===== src/sto_params.svh =====
`ifndef STO_PARAMS_SVH
`define STO_PARAMS_SVH

// clock rate in kHz (250 MHz)
`define STO_CLK_KHZ 250000
// longest tolerated low test pulse, microseconds
`define STO_PULSE_US 1000
// glitch filter length in cycles, derived from the pulse time
`define STO_PULSE_CYC ((`STO_PULSE_US * `STO_CLK_KHZ) / 1000)
// switch-off window, microseconds (least 2500, typical 4000)
`define STO_OFF_US 2500
`define STO_OFF_CYC ((`STO_OFF_US * `STO_CLK_KHZ) / 1000)
// blink half period, microseconds
`define STO_BLINK_US 250000
// divide first: the product would overflow 32-bit arithmetic
`define STO_BLINK_CYC ((`STO_BLINK_US / 1000) * `STO_CLK_KHZ)
// counter width, wide enough for the blink count
`define STO_CNT_W 26
// drive status word field
`define STO_STATUS_W 16
`define STO_STATUS_BIT 10

// apb register map
`define STO_ADDR_W 12
`define STO_OFS_CTRL 12'h000
`define STO_OFS_STAT 12'h004
`define STO_OFS_IRQ_STAT 12'h008
`define STO_OFS_IRQ_MASK 12'h00C
`define STO_OFS_DSW 12'h010
// control bits
`define STO_CTRL_FAULT 0
`define STO_CTRL_PWM_EN 1
// irq bits
`define STO_IRQ_W 3
`define STO_IRQ_OFF 0
`define STO_IRQ_ON 1
`define STO_IRQ_DISC 2

`endif


===== src/sto_pkg.sv =====
package sto_pkg;

  // channel pair after synchronising or filtering
  typedef struct packed {
    logic a;
    logic b;
  } sto_chan_t;

  // apb request bundle
  typedef struct packed {
    logic sel;
    logic enable;
    logic write;
    logic [11:0] addr;
    logic [31:0] wdata;
  } sto_apb_req_t;

  typedef enum logic [1:0] {
    ST_OFF,
    ST_STOPPING,
    ST_ACTIVE
  } sto_state_t;

endpackage


===== src/sto_input_logic.sv =====
// Summary of operation
// enable and active status only when both safe channels are high
// torque-off indication high only when both channels are low
// either channel low enters torque-off even if the other stays high
// sensor drives both channels together; single-channel activity means faulty wiring
// low test pulses up to 1 ms are ignored while enabled
// switch-off completes within at least 2.5 ms after a valid request
// drive status word bit 10 set while controller is disconnected
// internal fault forces torqueless fail-safe state whatever the inputs
// pwm toward power drivers blocked in torque-off
// enable led steady when enabled, blinking while safety function active
// only the enable led shows status; other safety leds stay dark
// withdrawal of request re-enables automatically; restart confirmation is external
// no short-circuit detection, only logic levels evaluated
// inputs synchronised before filtering; led blinks at a fixed rate
`timescale 1ns/1ps
`include "sto_params.svh"

module sto_input_logic
  import sto_pkg::*;
(
  input wire logic CLK,
  input wire logic RESET,
  input wire logic SAFE_IN_A,
  input wire logic SAFE_IN_B,
  input wire logic [5:0] PWM_IN,
  input wire logic INTERNAL_FAULT,
  input wire logic PSEL,
  input wire logic PENABLE,
  input wire logic PWRITE,
  input wire logic [11:0] PADDR,
  input wire logic [31:0] PWDATA,
  output logic [31:0] PRDATA,
  output logic PREADY,
  output logic PSLVERR,
  output logic CONTROLLER_ENABLE,
  output logic TORQUE_OFF_INDICATION,
  output logic [5:0] PWM_OUT,
  output logic [15:0] DRIVE_STATUS_WORD,
  output logic ENABLE_LED,
  output logic OTHER_LEDS,
  output logic CHANNEL_MISMATCH,
  output logic IRQ
);

  sto_chan_t sync1_r;
  sto_chan_t sync2_r;
  sto_chan_t filt_r;
  logic [`STO_CNT_W-1:0] low_cnt_r;
  logic [`STO_CNT_W-1:0] off_cnt_r;
  logic [`STO_CNT_W-1:0] blink_cnt_r;
  logic blink_r;
  sto_state_t state_r;
  sto_state_t state_nxt;
  logic fault_r;
  logic pwm_en_r;
  logic [`STO_IRQ_W-1:0] irq_stat_r;
  logic [`STO_IRQ_W-1:0] irq_mask_r;
  logic [`STO_IRQ_W-1:0] irq_evt;
  logic both_high;
  logic both_low;
  logic fail_safe;
  logic prev_active_r;
  logic prev_mismatch_r;
  logic wr_en;
  logic rd_en;
  logic addr_ok;
  logic [31:0] rdata_nxt;

  // two-stage synchroniser; first stage feeds nothing but the second
  always_ff @(posedge CLK) begin
    if (RESET) begin
      sync1_r <= '0;
      sync2_r <= '0;
    end else begin
      sync1_r <= '{a: SAFE_IN_A, b: SAFE_IN_B};
      sync2_r <= sync1_r;
    end
  end

  // pulse filter: a low must persist past 1 ms before it counts as a request;
  // rising edges pass at once so release is not delayed
  always_ff @(posedge CLK) begin
    if (RESET) begin
      low_cnt_r <= '0;
      filt_r <= '0;
    end else if (sync2_r.a && sync2_r.b) begin
      low_cnt_r <= '0;
      filt_r <= '{a: 1'b1, b: 1'b1};
    end else if (low_cnt_r >= `STO_CNT_W'(`STO_PULSE_CYC)) begin
      filt_r <= sync2_r;
    end else begin
      low_cnt_r <= low_cnt_r + `STO_CNT_W'(1);
    end
  end

  assign both_high = filt_r.a & filt_r.b;
  assign both_low = ~filt_r.a & ~filt_r.b;
  assign fail_safe = fault_r | INTERNAL_FAULT;

  // state: any low channel or a fault leaves active, switch-off window follows
  always_comb begin
    state_nxt = state_r;
    case (state_r)
      ST_ACTIVE: begin
        if (!both_high || fail_safe) begin
          state_nxt = ST_STOPPING;
        end
      end
      ST_STOPPING: begin
        if (off_cnt_r >= `STO_CNT_W'(`STO_OFF_CYC - 1)) begin
          state_nxt = ST_OFF;
        end
      end
      ST_OFF: begin
        // automatic restart; restart confirmation lies outside
        if (both_high && !fail_safe) begin
          state_nxt = ST_ACTIVE;
        end
      end
      default: begin
        state_nxt = ST_OFF;
      end
    endcase
  end

  always_ff @(posedge CLK) begin
    if (RESET) begin
      state_r <= ST_OFF;
    end else begin
      state_r <= state_nxt;
    end
  end

  // switch-off timer; pwm already blocked, this holds the window closed
  always_ff @(posedge CLK) begin
    if (RESET || state_r != ST_STOPPING) begin
      off_cnt_r <= '0;
    end else begin
      off_cnt_r <= off_cnt_r + `STO_CNT_W'(1);
    end
  end

  // pwm gate: blocked the cycle the request arrives, not after the window
  always_ff @(posedge CLK) begin
    if (RESET) begin
      PWM_OUT <= '0;
    end else if (state_nxt == ST_ACTIVE && pwm_en_r) begin
      PWM_OUT <= PWM_IN;
    end else begin
      PWM_OUT <= '0;
    end
  end

  // enable, indication and status word outputs
  always_ff @(posedge CLK) begin
    if (RESET) begin
      CONTROLLER_ENABLE <= 1'b0;
      TORQUE_OFF_INDICATION <= 1'b0;
      DRIVE_STATUS_WORD <= '0;
      // reset leaves the drive off, so the status bit reports it at once
      DRIVE_STATUS_WORD[`STO_STATUS_BIT] <= 1'b1;
      CHANNEL_MISMATCH <= 1'b0;
    end else begin
      CONTROLLER_ENABLE <= (state_nxt == ST_ACTIVE);
      TORQUE_OFF_INDICATION <= both_low;
      DRIVE_STATUS_WORD <= '0;
      DRIVE_STATUS_WORD[`STO_STATUS_BIT] <= (state_nxt != ST_ACTIVE);
      // single-channel low that outlasts the pulse filter is reported, never trusted as healthy
      CHANNEL_MISMATCH <= filt_r.a ^ filt_r.b;
    end
  end

  // blink timer for the enable led; free running keeps the rate fixed
  always_ff @(posedge CLK) begin
    if (RESET) begin
      blink_cnt_r <= '0;
      blink_r <= 1'b0;
    end else if (blink_cnt_r >= `STO_CNT_W'(`STO_BLINK_CYC - 1)) begin
      blink_cnt_r <= '0;
      blink_r <= ~blink_r;
    end else begin
      blink_cnt_r <= blink_cnt_r + `STO_CNT_W'(1);
    end
  end

  // led: steady when enabled, blinking otherwise; non-safe display
  always_ff @(posedge CLK) begin
    if (RESET) begin
      ENABLE_LED <= 1'b0;
      OTHER_LEDS <= 1'b0;
    end else begin
      ENABLE_LED <= (state_nxt == ST_ACTIVE) ? 1'b1 : blink_r;
      OTHER_LEDS <= 1'b0;
    end
  end

  // apb decode; zero wait states, ready in the first access cycle only
  assign wr_en = PSEL & PENABLE & PWRITE;
  assign rd_en = PSEL & PENABLE & ~PWRITE;
  assign addr_ok = (PADDR == `STO_OFS_CTRL) || (PADDR == `STO_OFS_STAT) ||
                   (PADDR == `STO_OFS_IRQ_STAT) || (PADDR == `STO_OFS_IRQ_MASK) ||
                   (PADDR == `STO_OFS_DSW);

  // control register: software fault injection forces fail-safe
  always_ff @(posedge CLK) begin
    if (RESET) begin
      fault_r <= 1'b0;
      pwm_en_r <= 1'b1;
    end else if (wr_en && PADDR == `STO_OFS_CTRL) begin
      fault_r <= PWDATA[`STO_CTRL_FAULT];
      pwm_en_r <= PWDATA[`STO_CTRL_PWM_EN];
    end
  end

  // event edges for the interrupt status
  always_ff @(posedge CLK) begin
    if (RESET) begin
      prev_active_r <= 1'b0;
      prev_mismatch_r <= 1'b0;
    end else begin
      prev_active_r <= (state_r == ST_ACTIVE);
      prev_mismatch_r <= filt_r.a ^ filt_r.b;
    end
  end

  always_comb begin
    irq_evt = '0;
    irq_evt[`STO_IRQ_OFF] = prev_active_r & (state_r != ST_ACTIVE);
    irq_evt[`STO_IRQ_ON] = ~prev_active_r & (state_r == ST_ACTIVE);
    irq_evt[`STO_IRQ_DISC] = ~prev_mismatch_r & (filt_r.a ^ filt_r.b);
  end

  // sticky status, write one to clear; a new event beats the clear
  always_ff @(posedge CLK) begin
    if (RESET) begin
      irq_stat_r <= '0;
    end else if (wr_en && PADDR == `STO_OFS_IRQ_STAT) begin
      irq_stat_r <= (irq_stat_r & ~PWDATA[`STO_IRQ_W-1:0]) | irq_evt;
    end else begin
      irq_stat_r <= irq_stat_r | irq_evt;
    end
  end

  always_ff @(posedge CLK) begin
    if (RESET) begin
      irq_mask_r <= '0;
    end else if (wr_en && PADDR == `STO_OFS_IRQ_MASK) begin
      irq_mask_r <= PWDATA[`STO_IRQ_W-1:0];
    end
  end

  always_ff @(posedge CLK) begin
    if (RESET) begin
      IRQ <= 1'b0;
    end else begin
      IRQ <= |(irq_stat_r & irq_mask_r);
    end
  end

  // read mux
  always_comb begin
    rdata_nxt = '0;
    case (PADDR)
      `STO_OFS_CTRL: begin
        rdata_nxt[`STO_CTRL_FAULT] = fault_r;
        rdata_nxt[`STO_CTRL_PWM_EN] = pwm_en_r;
      end
      `STO_OFS_STAT: begin
        rdata_nxt[5:0] = {INTERNAL_FAULT, CHANNEL_MISMATCH, TORQUE_OFF_INDICATION,
                          CONTROLLER_ENABLE, filt_r.b, filt_r.a};
      end
      `STO_OFS_IRQ_STAT: rdata_nxt[`STO_IRQ_W-1:0] = irq_stat_r;
      `STO_OFS_IRQ_MASK: rdata_nxt[`STO_IRQ_W-1:0] = irq_mask_r;
      `STO_OFS_DSW: rdata_nxt[`STO_STATUS_W-1:0] = DRIVE_STATUS_WORD;
      default: rdata_nxt = '0;
    endcase
  end

  // registered answer: setup then access, ready in the access cycle
  always_ff @(posedge CLK) begin
    if (RESET) begin
      PRDATA <= '0;
      PREADY <= 1'b0;
      PSLVERR <= 1'b0;
    end else begin
      PREADY <= PSEL & ~PENABLE;
      PSLVERR <= PSEL & ~PENABLE & ~addr_ok;
      PRDATA <= (PSEL & ~PENABLE & ~PWRITE) ? rdata_nxt : '0;
    end
  end

endmodule // sto_input_logic


===== config.mk =====
export PLATFORM = sky130hd
export DESIGN_NAME = sto_input_logic
export DESIGN_NICKNAME = d
export VERILOG_FILES = /design/src/sto_pkg.sv /design/src/sto_input_logic.sv
export VERILOG_INCLUDE_DIRS = /design/src
export SDC_FILE = /design/constraint.sdc
export NUM_CORES = 1
export LEC_CHECK = 0
export ABC_CLOCK_PERIOD_IN_PS = 1750
export BUFFER_PORTS_ARGS = -buffer_cell sky130_fd_sc_hd__buf_2
export CORE_MARGIN = 8
export CORE_UTILIZATION = 45
export DETAILED_ROUTE_END_ITERATION = 16
export HOLD_SLACK_MARGIN = 0.05
export PLACE_DENSITY = 0.78
export SLEW_MARGIN = 20
export SYNTH_ARGS = -nofsm -noshare
export SYNTH_HDL_FRONTEND = slang
export SYNTH_SLANG_ARGS = --single-unit

===== constraint.sdc =====
create_clock -name CLK -period 1.75 [get_ports CLK]
set_input_delay 0.175 -clock CLK [delete_from_list [all_inputs] [get_ports CLK]]
set_output_delay 0.175 -clock CLK [all_outputs]
set_load 0.02 [all_outputs]

Word level (Yosys, flattened, before mapping)
Cells that the tools add are included.
{ "op_classes": {"addsub": 3, "order_cmp": 3, "eq_ne": 10, "muxes": 11, "n_bitwise": 28, "reduce_logical": 23} }
{ "ops": {"columns": ["op", "count"], "rows": [
  ["$add 26x1->26 const B", 3],
  ["$ge 26x18->1 const B", 1],
  ["$ge 26x20->1 const B", 1],
  ["$ge 26x26->1 const B", 1],
  ["$eq 12x4->1 const B", 2],
  ["$eq 12x3->1 const B", 1],
  ["$eq 12x5->1 const B", 1],
  ["$logic_not 12->1", 1],
  ["$not 1->1", 11],
  ["$and 1x1->1", 10],
  ["$mux 2", 5],
  ["$pmux 2 s5", 1],
  ["$reduce_or 2->1", 4],
  ["$and 3x3->3", 2],
  ["$logic_and 1x1->1", 6],
  ["$logic_or 1x1->1", 6],
  ["$or 3x3->3", 2],
  ["$pmux 2 s3", 1],
  ["$pmux 3 s2", 1],
  ["$reduce_or 3->1", 2],
  ["$eq 2x2->1 const B", 2],
  ["$ne 2x2->1 const B", 2],
  ["$pmux 1 s4", 1],
  ["$mux 3", 1],
  ["other kinds (9)", 10]
]} }
{ "word_totals": {"register_bits": 157, "input_bits": 58, "output_inout_bits": 62, "elab_cells": 107} }

Logic depth before layout (Yosys ltp)
Gate-level depths: netlist (run 1).
{ "logic_depth": {"word_depth": 9, "mapped_depth": 7, "ltp_nobuf": 6} }

Worst setup path after synthesis (run 1)
OpenSTA, ideal clock, no wires.
{ "synth_path": {"path_kind": "register to register", "start": "register low_cnt_r[8]", "end": "register low_cnt_r[13]", "setup_time_ns": 0.070, "arrival_ns": 1.830, "t_required_ns": 1.680, "path_slack_ns": -0.151, "path_stages_with_launch": 7, "n_path_buf": 1, "synth_period_minus_slack_ns": 1.901, "cell_sequence": "dfxtp_1 -> or4_4 -> nor3_4 -> o2111ai_2 -> buf_6 -> or3_1 -> a21oi_1"} }
{ "synth_via": {"elab_chain_cells": 1, "elab_cells_between_ends": 2, "classes_between": "1 x add/sub; 1 x order compare"} }
{ "synth_lines": {"columns": ["item", "line", "rtl"], "rows": [
  ["start: declaration", "sto_input_logic.sv:49", "logic [`STO_CNT_W-1:0] low_cnt_r;"],
  ["start signal: assignment", "sto_input_logic.sv:93", "low_cnt_r <= low_cnt_r + `STO_CNT_W'(1);"],
  ["$add 26x1->26 or $ge 26x18->1 (tied branches)", "sto_input_logic.sv:93, sto_input_logic.sv:90", null]
]} }
Parallel ways exist; a longest one is shown, timed or not.
A chain may end at the register's enable or synchronous reset.

Worst setup path after layout (run 1)
{ "layout_path": {"start": "register low_cnt_r[10]", "end": "register low_cnt_r[12]"} }
Same word-level chain as after synthesis.

==> impl_metrics.json, run 1 <==
{
  "status": "finished, violations left",
  "violations": "negative setup slack",
  "hpwlAfterDp_um": 8150,
  "final_cell_mix": "dfxtp_1, buf_4, nor2_1",
  "cp_slowest_cell": "or4_4",
  "power_leakage_nw": 2.67,
  "grt-ovfl-total": 0,
  "crit_fanout": 6,
  "n_fill_cell": 830,
  "max_freq_mhz": 493,
  "yosysWarningCount": 0,
  "wl_met3_um": 888,
  "drtIter0Drc": 407,
  "finClkSkew_ns": 0.00644,
  "cp-start-kind": "flip-flop",
  "timing.final.ws_setup_ns": -0.277,
  "vdd_drop_max_mv": 1.13,
  "final_hold_viol_count": 0,
  "htree_levels": 4,
  "grt_pass1_wl_um": 20300,
  "ys_seq_area_frac": 0.452,
  "finalSetupViolCount": 20,
  "avgRoutedWirePerCell_um": 14.9,
  "firstDrtPassIters": 5,
  "ant_nets": 0,
  "power.density_nw_per_um2": 1000,
  "cts_tree": "built",
  "clock_latency_ns": 0.41,
  "antenna_found_initial": 0,
  "mostFrequentLayoutCell": "dfxtp_1",
  "syn_avg_cell_area_sq_um": 8.90,
  "syn_to_final_growth_pct": 30.7,
  "numCtsBuffers": 17,
  "synthFlopType": "dfxtp_1",
  "critPathMaxStageDelay_ns": 0.55,
  "whs_ns": 0.0570,
  "total_power_mw": 6.78,
  "hold_class": "input port to flip-flop",
  "drive_gt1_frac": 0.244,
  "initial_utilization": 0.458,
  "io_buffers": 49,
  "avgViaCountPerCell": 5.29,
  "endpoint_kind": "flip-flop",
  "rsz0062_at_grt": "true",
  "die_h_um": 123,
  "synth_edf_count": 0,
  "track_usage": 0.164,
  "async_flop_share": 0,
  "required_ns": 2.09,
  "clk_path_buf_depth": 2,
  "period_needed_ns": 2.03,
  "core-area_sq_um": 11300,
  "drt-met1-wl_um": 4960,
  "top_layer": "met4",
  "crit_chain": "or4_4, nor3_4, buf_4, o21ai_2, or4_1, a21oi_2",
  "fin_crit_sh": 1.16,
  "yosys.area.top_type": "dfxtp_1",
  "synth_top_area_share": 0.452,
  "io_pins": 120,
  "synthTopCellsByArea": "dfxtp_1, buf_4, nor3_1",
  "row_count": 39,
  "routed_wl_um": 12800,
  "synth_area_sq_um": 5180,
  "wl_met2_um": 6530,
  "ys_seq_elements": 117,
  "nets": 769,
  "synth_cell_types": 52,
  "maxSlewViolCount": 0,
  "clockRootBuffer": "clkbuf_16",
  "diodes": 0,
  "clk_pin_slew_worst_paths_ns": 0.05,
  "gpl.final_weighted_congestion": 0.817,
  "drc": 0,
  "critical_path_class": "flip-flop to flip-flop",
  "grt_max_degree": 36,
  "clock_sinks": 117,
  "die_x_um": 123,
  "maxCapViolations": 0,
  "grt_pass1_vias": 4620,
  "vias": 4554,
  "synth_cells": 582,
  "worstPathArrival_ns": 2.36,
  "dieArea_sq_um": 15200
}
==> synth_stat cells, drive strengths merged (4+ instances only) <==
cell type	n
xor2	22
nand4	11
nor4	13
ha	6
nor2	52
o21ai	20
or3	12
and2	14
and3	13
dfxtp	117
xnor2	23
inv	21
nor2b	9
clkbuf	13
buf	42
or4	11
nand3	27
and4	6
mux2i	6
a21oi	21
nor3	44
o21a	4
nand2	43
==> registers in the layout, summed over array words and instances (netlist names), 2 cells and up <==
| signal | count |
|---|---|
| state_r | 2 |
| off_cnt_r | 26 |
| PRDATA | 7 |
| sync2_r | 2 |
| blink_cnt_r | 26 |
| irq_mask_r | 3 |
| low_cnt_r | 26 |
| PWM_OUT | 6 |
| sync1_r | 2 |
| filt_r | 2 |
| irq_stat_r | 3 |
==> worst paths after layout <==
path                                   start                         end  slack (ns)  depth (start not counted)
setup / recovery  low_cnt_r[10]$_SDFFE_PP0N_  low_cnt_r[12]$_SDFFE_PP0N_       -0.28                          6
hold / removal                      PADDR[3]        PRDATA[4]$_SDFF_PP0_        0.06                          2
setup reg to reg  low_cnt_r[10]$_SDFFE_PP0N_  low_cnt_r[12]$_SDFFE_PP0N_       -0.28                          6
hold reg to reg      off_cnt_r[0]$_SDFF_PP0_     off_cnt_r[0]$_SDFF_PP0_        0.45                          1
==> cell families (layout without fill, tap and decap cells) <==
group / Yosys count / after routing / share of synthesized area
and+or+nand+nor: 264 / 264 / 0.269
DFF: 117 / 117 / 0.452
buffers and inverters: 76 / 172 / 0.0862
AOI/OAI and AO/OA: 64 / 64 / 0.0787
xor gates and xnor gates: 45 / 45 / 0.0761
muxes: 9 / 9 / 0.0225
adders and majority gates: 6 / 6 / 0.0145
other: 1 / 41 / 0.000724
==> per-layer routing <==
metal	global-route usage	vias up
met2	0.297	192
met3	0.0370	43
met1	0.169	2122
li1	-	2197
met5	0	-
met4	0.101	0
==> metrics by stage <==
| stage | util | setup TNS [ns] | setup WS, ns | area, sq um | std cells |
|---|---|---|---|---|---|
| final | 0.598 | -3.15 | -0.277 | 6770 | 861 |
| after detailed placement | 0.513 | -3.18 | -0.223 | 5810 | 813 |
| after global placement | 0.513 | -2.22 | -0.172 | 5810 | 813 |
| after global routing | 0.598 | -5.19 | -0.363 | 6770 | 861 |
| after floorplan | - | -0.813 | -0.139 | 5340 | 622 |
| after CTS | 0.584 | -3.11 | -0.242 | 6610 | 858 |
==> report_power, final <==
group	internal, mW	total [mW]	switching [mW]
registers	2.69	2.71	0.0177
logic	0.0897	0.266	0.176
clock network	2.63	3.80	1.17
==> area by class of cell <==
class | instances | area (sq um) | area share
Inverter | 21 | 78.8 | 0.0116
Clock inverter | 9 | 173 | 0.0255
Sequential cell | 117 | 2350 | 0.347
Tap cell | 143 | 179 | 0.0264
Timing Repair Buffer | 119 | 816 | 0.120
Multi-Input combinational cell | 429 | 2700 | 0.398
Clock buffer | 23 | 478 | 0.0706
==> critical path, delay by kind of cell, from the launching register on <==
family | cells | cell delay, ns
compound gates | 2 | 0.23
buf+inv | 1 | 0.18
simple gates | 3 | 1.22
flops | 1 | 0.32
==> timing repair <==
action | 4_1_cts | 5_1_grt
setup buffers | 0 | 3
hold buffers | 13 | 0
hold endpoints to repair | 13 | 0
pin swaps | 1 | 8
resized for setup | 6 | 31
endpoints found under the setup margin | 31 | 59
Power figures use the tool's default switching activity.
==> run 2: changes to the inputs <==
--- a/config.mk
+++ b/config.mk
@@ -12,7 +12,7 @@
 export CORE_UTILIZATION = 45
 export DETAILED_ROUTE_END_ITERATION = 16
 export HOLD_SLACK_MARGIN = 0.05
-export PLACE_DENSITY = 0.78
+export PLACE_DENSITY = 0.81
 export SLEW_MARGIN = 20
 export SYNTH_ARGS = -nofsm -noshare
 export SYNTH_HDL_FRONTEND = slang
==> run 2 against run 1 <==
Net effect: largest cell class unchanged; register-to-register slack worse by 0.02 ns; first-iteration DRC count increased by 24%; largest power group unchanged; combinational power grew 2%; sequential share of layout area shrank 0.24 points; wire length grew 13%; the run still ends with negative setup slack left; sequential power hardly changed; maximum frequency shrank 1.1%; worst hold slack improved by 0.0083 ns; highest routed layer unchanged; die area is the same; clock power shrank 12%.
==> impl_metrics.json, run 2 (same netlist as run 1, synthesis figures left out) <==
{
  "crit_chain": "or4_4, nor3_4, buf_4, buf_6, o21ai_4, or4_4, a21oi_2",
  "largest_registers": "blink_cnt_r: 26 flops, low_cnt_r: 26 flops, off_cnt_r: 26 flops",
  "cp-start-kind": "flip-flop",
  "clock_sinks": 117,
  "firstDrtPassIters": 5,
  "htree_levels": 4,
  "hold_class": "input port to flip-flop",
  "maxSlewViolCount": 0,
  "track_usage": 0.168,
  "ant_nets": 0,
  "core-area_sq_um": 11300,
  "fin_crit_sh": 1.17,
  "mostFrequentLayoutCell": "dfxtp_1",
  "rr_worst_depth": 7,
  "fin_setup_tns_ns": -4.56,
  "hpwlAfterDp_um": 8260,
  "dieArea_sq_um": 15200,
  "critical_path_class": "flip-flop to flip-flop",
  "cts_tree": "built",
  "pwr-share-clk": 0.528,
  "avgViaCountPerCell": 5.50,
  "critPathCapture": "low_cnt_r[16]$_SDFFE_PP0N_",
  "p_sw_frac": 0.218,
  "numCtsBuffers": 17,
  "total_power_mw": 6.31,
  "violations": "negative setup slack",
  "vias": 4740,
  "p_comb_frac": 0.043,
  "dp_slack_ns": -0.290,
  "max_freq_mhz": 488,
  "finalSetupViolCount": 20,
  "clk_path_buf_depth": 2,
  "gpl.final_weighted_congestion": 0.836,
  "routed_wl_um": 14400,
  "drc": 0,
  "whs_ns": 0.0652,
  "r2r_setup_slack_ns": -0.30,
  "die_x_um": 123,
  "power.density_nw_per_um2": 925,
  "drtIter0Drc": 506,
  "io_buffers": 49,
  "clk_pin_slew_worst_paths_ns": 0.05,
  "required_ns": 2.07,
  "drt-met1-wl_um": 5540,
  "row_count": 39,
  "die_h_um": 123,
  "p_int_mw": 4.94,
  "crit_fanout": 6,
  "drive_gt1_frac": 0.268,
  "wl_met2_um": 7300,
  "cp_num_cells": 7,
  "power_frac_seq": 0.429,
  "wl_met3_um": 1120,
  "finClkSkew_ns": 0.0104,
  "clock_latency_ns": 0.41,
  "grt-ovfl-total": 0,
  "top_layer": "met4",
  "vdd_drop_max_mv": 0.795,
  "endpoint_kind": "flip-flop",
  "crit_path_start": "low_cnt_r[10]$_SDFFE_PP0N_",
  "r2r_end": "low_cnt_r[16]$_SDFFE_PP0N_",
  "critical_path_buf_inv_count": 2,
  "worst_path_most_repeated_cell": "or4_4",
  "final_cell_mix": "dfxtp_1, nor2_1, buf_2",
  "place_inst": 806,
  "grt_pass1_vias": 4468,
  "power_leakage_nw": 2.68,
  "rsz0062_at_grt": "true",
  "timing.rr.start": "low_cnt_r[10]$_SDFFE_PP0N_",
  "switchingPower_mw": 1.37,
  "final_hold_viol_count": 0,
  "grt_max_degree": 33,
  "finalNonFillerCells": 862,
  "path_delay_family": "simple AND/OR/NAND/NOR gates",
  "nets": 770,
  "worstPathArrival_ns": 2.37,
  "initial_utilization": 0.458,
  "critPathMaxStageDelay_ns": 0.54,
  "period_needed_ns": 2.05,
  "grt_pass1_wl_um": 20500,
  "avgRoutedWirePerCell_um": 16.7,
  "diodes": 0,
  "syn_to_final_growth_pct": 31.7,
  "cp_slowest_cell": "or4_4",
  "maxCapViolations": 0,
  "status": "finished, violations left",
  "io_pins": 120,
  "antenna_found_initial": 0,
  "timing.final.ws_setup_ns": -0.300,
  "clockRootBuffer": "clkbuf_16"
}
==> run 2: changes by cell type in the layout (fill, tap and decap cells not counted), sizes merged <==
cell / delta
o2111ai: +1
bufinv: -3
dlygate4sd3: -1
buf: +1
clkinvlp: -1
clkinv: +4
==> run 2: what timing repair did <==
| action | 4_1_cts | 5_1_grt |
|---|---|---|
| pin swaps | 3 | 22 |
| buffers inserted | 0 | 10 |
| endpoints found under the hold margin | 12 | 0 |
| hold buffers | 12 | 0 |
| setup endpoints to repair | 52 | 59 |
| cloned | 0 | 2 |
| resized for setup | 14 | 47 |
==> run 2: power by group through the flow <==
stage	clock [mW]	combinational, mW	sequential, mW
floorplan	0	0.219	2.76
global placement	0	0.220	2.76
detailed placement	0	0.228	2.76
CTS	3.35	0.255	2.71
global route	3.49	0.294	2.71
finish	3.33	0.272	2.71
==> run 2: metal layers <==
| layer | up-vias | global-route usage |
|---|---|---|
| met5 | - | 0 |
| met4 | 0 | 0.0880 |
| met3 | 40 | 0.0447 |
| met2 | 242 | 0.304 |
| met1 | 2252 | 0.174 |
| li1 | 2206 | - |
==> run 2: stage by stage <==
stage                      util  area, sq um
after global placement    0.508         5750
final                     0.603         6820
after floorplan               -         5340
after detailed placement  0.508         5750
after CTS                 0.576         6520
after global routing      0.603         6820
==> run 2: worst min-delay path: stages <==
cell     delay, ns
buf_2         0.10
a21oi_1       0.06
nor2_1        0.09
==> run 2: cell type report <==
type	instances	area, sq um
clock inverters	9	103
clock buffers	23	468
multi-input cells	430	2810
repair buffers	119	837
inverters	21	78.8
flip-flops and latches	117	2350
well taps	143	179
fillers	822	4500
==> run 2: how the worst min path moves through the flow <==
stage / end / cells after the start / from / slack (ns)
3_5_place_dp: sync1_r[0]$_SDFF_PP0_ / 2 / SAFE_IN_B / 0.40
4_1_cts: irq_mask_r[2]$_SDFFE_PP0P_ / 3 / PWDATA[2] / 0.05
2_1_floorplan: PRDATA[5]$_SDFF_PP0_ / 1 / INTERNAL_FAULT / 0.30
5_1_grt: PSLVERR$_SDFF_PP0_ / 3 / PADDR[4] / 0.08
3_3_place_gp: sync1_r[0]$_SDFF_PP0_ / 2 / SAFE_IN_B / 0.39
6_report: PSLVERR$_SDFF_PP0_ / 3 / PADDR[4] / 0.07
==> run 3: changes to the inputs <==
--- a/config.mk
+++ b/config.mk
@@ -6,13 +6,14 @@
 export SDC_FILE = /design/constraint.sdc
 export NUM_CORES = 1
 export LEC_CHECK = 0
-export ABC_CLOCK_PERIOD_IN_PS = 1750
+export ABC_CLOCK_PERIOD_IN_PS = 1800
 export BUFFER_PORTS_ARGS = -buffer_cell sky130_fd_sc_hd__buf_2
 export CORE_MARGIN = 8
 export CORE_UTILIZATION = 45
 export DETAILED_ROUTE_END_ITERATION = 16
 export HOLD_SLACK_MARGIN = 0.05
 export PLACE_DENSITY = 0.81
+export SKIP_LAST_GASP = 1
 export SLEW_MARGIN = 20
 export SYNTH_ARGS = -nofsm -noshare
 export SYNTH_HDL_FRONTEND = slang
==> constraint.sdc (replaced) <==
create_clock -name CLK -period 1.8 [get_ports CLK]
set_input_delay 0.18 -clock CLK [delete_from_list [all_inputs] [get_ports CLK]]
set_output_delay 0.18 -clock CLK [all_outputs]
set_load 0.02 [all_outputs]
==> run 3 against run 2 <==
Net effect: the run still ends with negative setup slack left; die area is the same; highest routed layer unchanged; register-to-register slack gained 0.12 ns; critical path type unchanged; worst hold slack improved by 0.017 ns; sequential share of layout area increased by 1.4 points; final cell count shrank 2.1%; maximum frequency grew 3.7%; via count fell by 4.2%; clock power increased by 2%.
==> impl_metrics.json, run 3 (same netlist as run 1, synthesis figures left out) <==
{
  "status": "finished, violations left",
  "violations": "negative setup slack",
  "clockRootBuffer": "clkbuf_16",
  "final_cell_mix": "dfxtp_1, nor2_1, buf_2",
  "p_comb_frac": 0.040,
  "power.density_nw_per_um2": 963,
  "mostFrequentLayoutCell": "dfxtp_1",
  "avgViaCountPerCell": 5.38,
  "io_pins": 120,
  "vdd_drop_max_mv": 0.987,
  "max_freq_mhz": 506,
  "required_ns": 2.13,
  "cts_tree": "built",
  "p_sw_frac": 0.210,
  "critPathMaxStageDelay_ns": 0.54,
  "syn_to_final_growth_pct": 26.2,
  "grt_pass1_vias": 4468,
  "drc": 0,
  "maxCapViolations": 0,
  "hold_class": "input port to flip-flop",
  "die_h_um": 123,
  "crit_chain": "or4_4, nor3_4, o2111ai_2, or4_1, o21ai_1",
  "fin_area_sq_um": 6540,
  "maxSlewViolCount": 0,
  "finClkSkew_ns": 0.00653,
  "worstPathArrival_ns": 2.30,
  "clock_sinks": 117,
  "grt-ovfl-total": 0,
  "core-area_sq_um": 11300,
  "largest_registers": "blink_cnt_r: 26 flops, low_cnt_r: 26 flops, off_cnt_r: 26 flops",
  "crit_fanout": 7,
  "dieArea_sq_um": 15200,
  "timing.final.ws_setup_ns": -0.176,
  "fin_crit_sh": 1.10,
  "antenna_found_initial": 0,
  "period_needed_ns": 1.98,
  "ant_nets": 0,
  "initial_utilization": 0.458,
  "track_usage": 0.167,
  "slew_headroom": 0.660,
  "grt_pass1_wl_um": 20500,
  "endpoint_kind": "flip-flop",
  "avgRoutedWirePerCell_um": 15.2,
  "finalSetupViolCount": 19,
  "post_cts_buffers": 0,
  "pwr-share-clk": 0.542,
  "row_count": 39,
  "critical_path_class": "flip-flop to flip-flop",
  "nets": 752,
  "io_buffers": 49,
  "grt_max_degree": 36,
  "firstDrtPassIters": 6,
  "place_area_sq_um": 5680,
  "vias": 4541,
  "switchingPower_mw": 1.32,
  "cp_slowest_cell": "or4_4",
  "routed_wl_um": 12800,
  "diodes": 0,
  "clock_latency_ns": 0.41,
  "total_power_mw": 6.29,
  "numCtsBuffers": 17,
  "hpwlAfterDp_um": 7930,
  "p_int_mw": 4.97,
  "clk_path_buf_depth": 2,
  "rsz0062_at_grt": "true",
  "drtIter0Drc": 384,
  "gpl.final_weighted_congestion": 0.807,
  "path_delay_family": "simple AND/OR/NAND/NOR gates",
  "power_frac_seq": 0.418,
  "die_x_um": 123,
  "critical_path_buf_inv_count": 0,
  "final_hold_viol_count": 0,
  "cp-start-kind": "flip-flop",
  "drive_gt1_frac": 0.213,
  "tightest_slew_ns": 0.506,
  "htree_levels": 4,
  "power_leakage_nw": 2.52,
  "clk_pin_slew_worst_paths_ns": 0.05
}
==> run 3: cell count changes in the layout (fill, tap and decap cells not counted), sizes merged <==
cell,previous run,this run
buf,107,88
clkinv,7,4
clkinvlp,0,2
dlygate4sd3,12,14
bufinv,2,3
o2111ai,3,2
==> run 3: timing repair <==
item                                    4_1_cts  5_1_grt
pin swaps                                     2        2
endpoints found under the setup margin       24       56
endpoints found under the hold margin        14        0
hold buffers                                 14        0
resized for setup                             8       15
gates cloned                                  0        0
==> run 3: routing by layer <==
metal  vias up  wire, um  track usage
li1       2163         -            -
met1      2171      5100        0.179
met2       170      6460        0.292
met3        37       864       0.0521
met4         0       398       0.0865
met5         -         0            0
==> run 3: power by group through the flow <==
| stage | combinational [mW] | sequential (mW) | clock (mW) |
|---|---|---|---|
| finish | 0.251 | 2.63 | 3.41 |
| global route | 0.270 | 2.63 | 3.56 |
| CTS | 0.245 | 2.63 | 3.43 |
| detailed placement | 0.214 | 2.68 | 0 |
| global placement | 0.209 | 2.68 | 0 |
| floorplan | 0.213 | 2.69 | 0 |
==> run 3: layout make-up <==
cell class / count / area (sq um)
clock inverters: 9 / 125
clock buffers: 23 / 478
fillers: 874 / 4790
repair buffers: 102 / 691
multi-input cells: 429 / 2640
flip-flops and latches: 117 / 2350
inverters: 21 / 78.8
well taps: 143 / 179
==> run 3: worst min-delay path, delay by kind of cell <==
kind | cells | cell delay (ns)
simple gates | 3 | 0.16
buf+inv | 1 | 0.10
==> run 3: final timing paths <==
| kind | start | end | slack, ns | cells past startpoint |
|---|---|---|---|---|
| setup / recovery | low_cnt_r[10]$_SDFFE_PP0N_ | low_cnt_r[10]$_SDFFE_PP0N_ | -0.18 | 5 |
| hold / removal | PWRITE | PRDATA[10]$_SDFF_PP0_ | 0.08 | 4 |
| setup reg to reg | low_cnt_r[10]$_SDFFE_PP0N_ | low_cnt_r[10]$_SDFFE_PP0N_ | -0.18 | 5 |
| hold reg to reg | sync1_r[1]$_SDFF_PP0_ | sync2_r[1]$_SDFF_PP0_ | 0.44 | 1 |
==> run 3: metrics by stage <==
stage               setup WS (ns)  utilization  hold slack [ns]  std cells  TNS (ns)
finish                     -0.176        0.577           0.0824        844     -1.81
global route               -0.248        0.577           0.0736        844     -3.72
CTS                        -0.164        0.572           0.0685        844     -1.71
detailed placement         -0.237        0.502            0.404        798     -2.53
global placement           -0.141        0.502            0.402        798     -1.55
floorplan                 -0.0894            -            0.302        622    -0.349
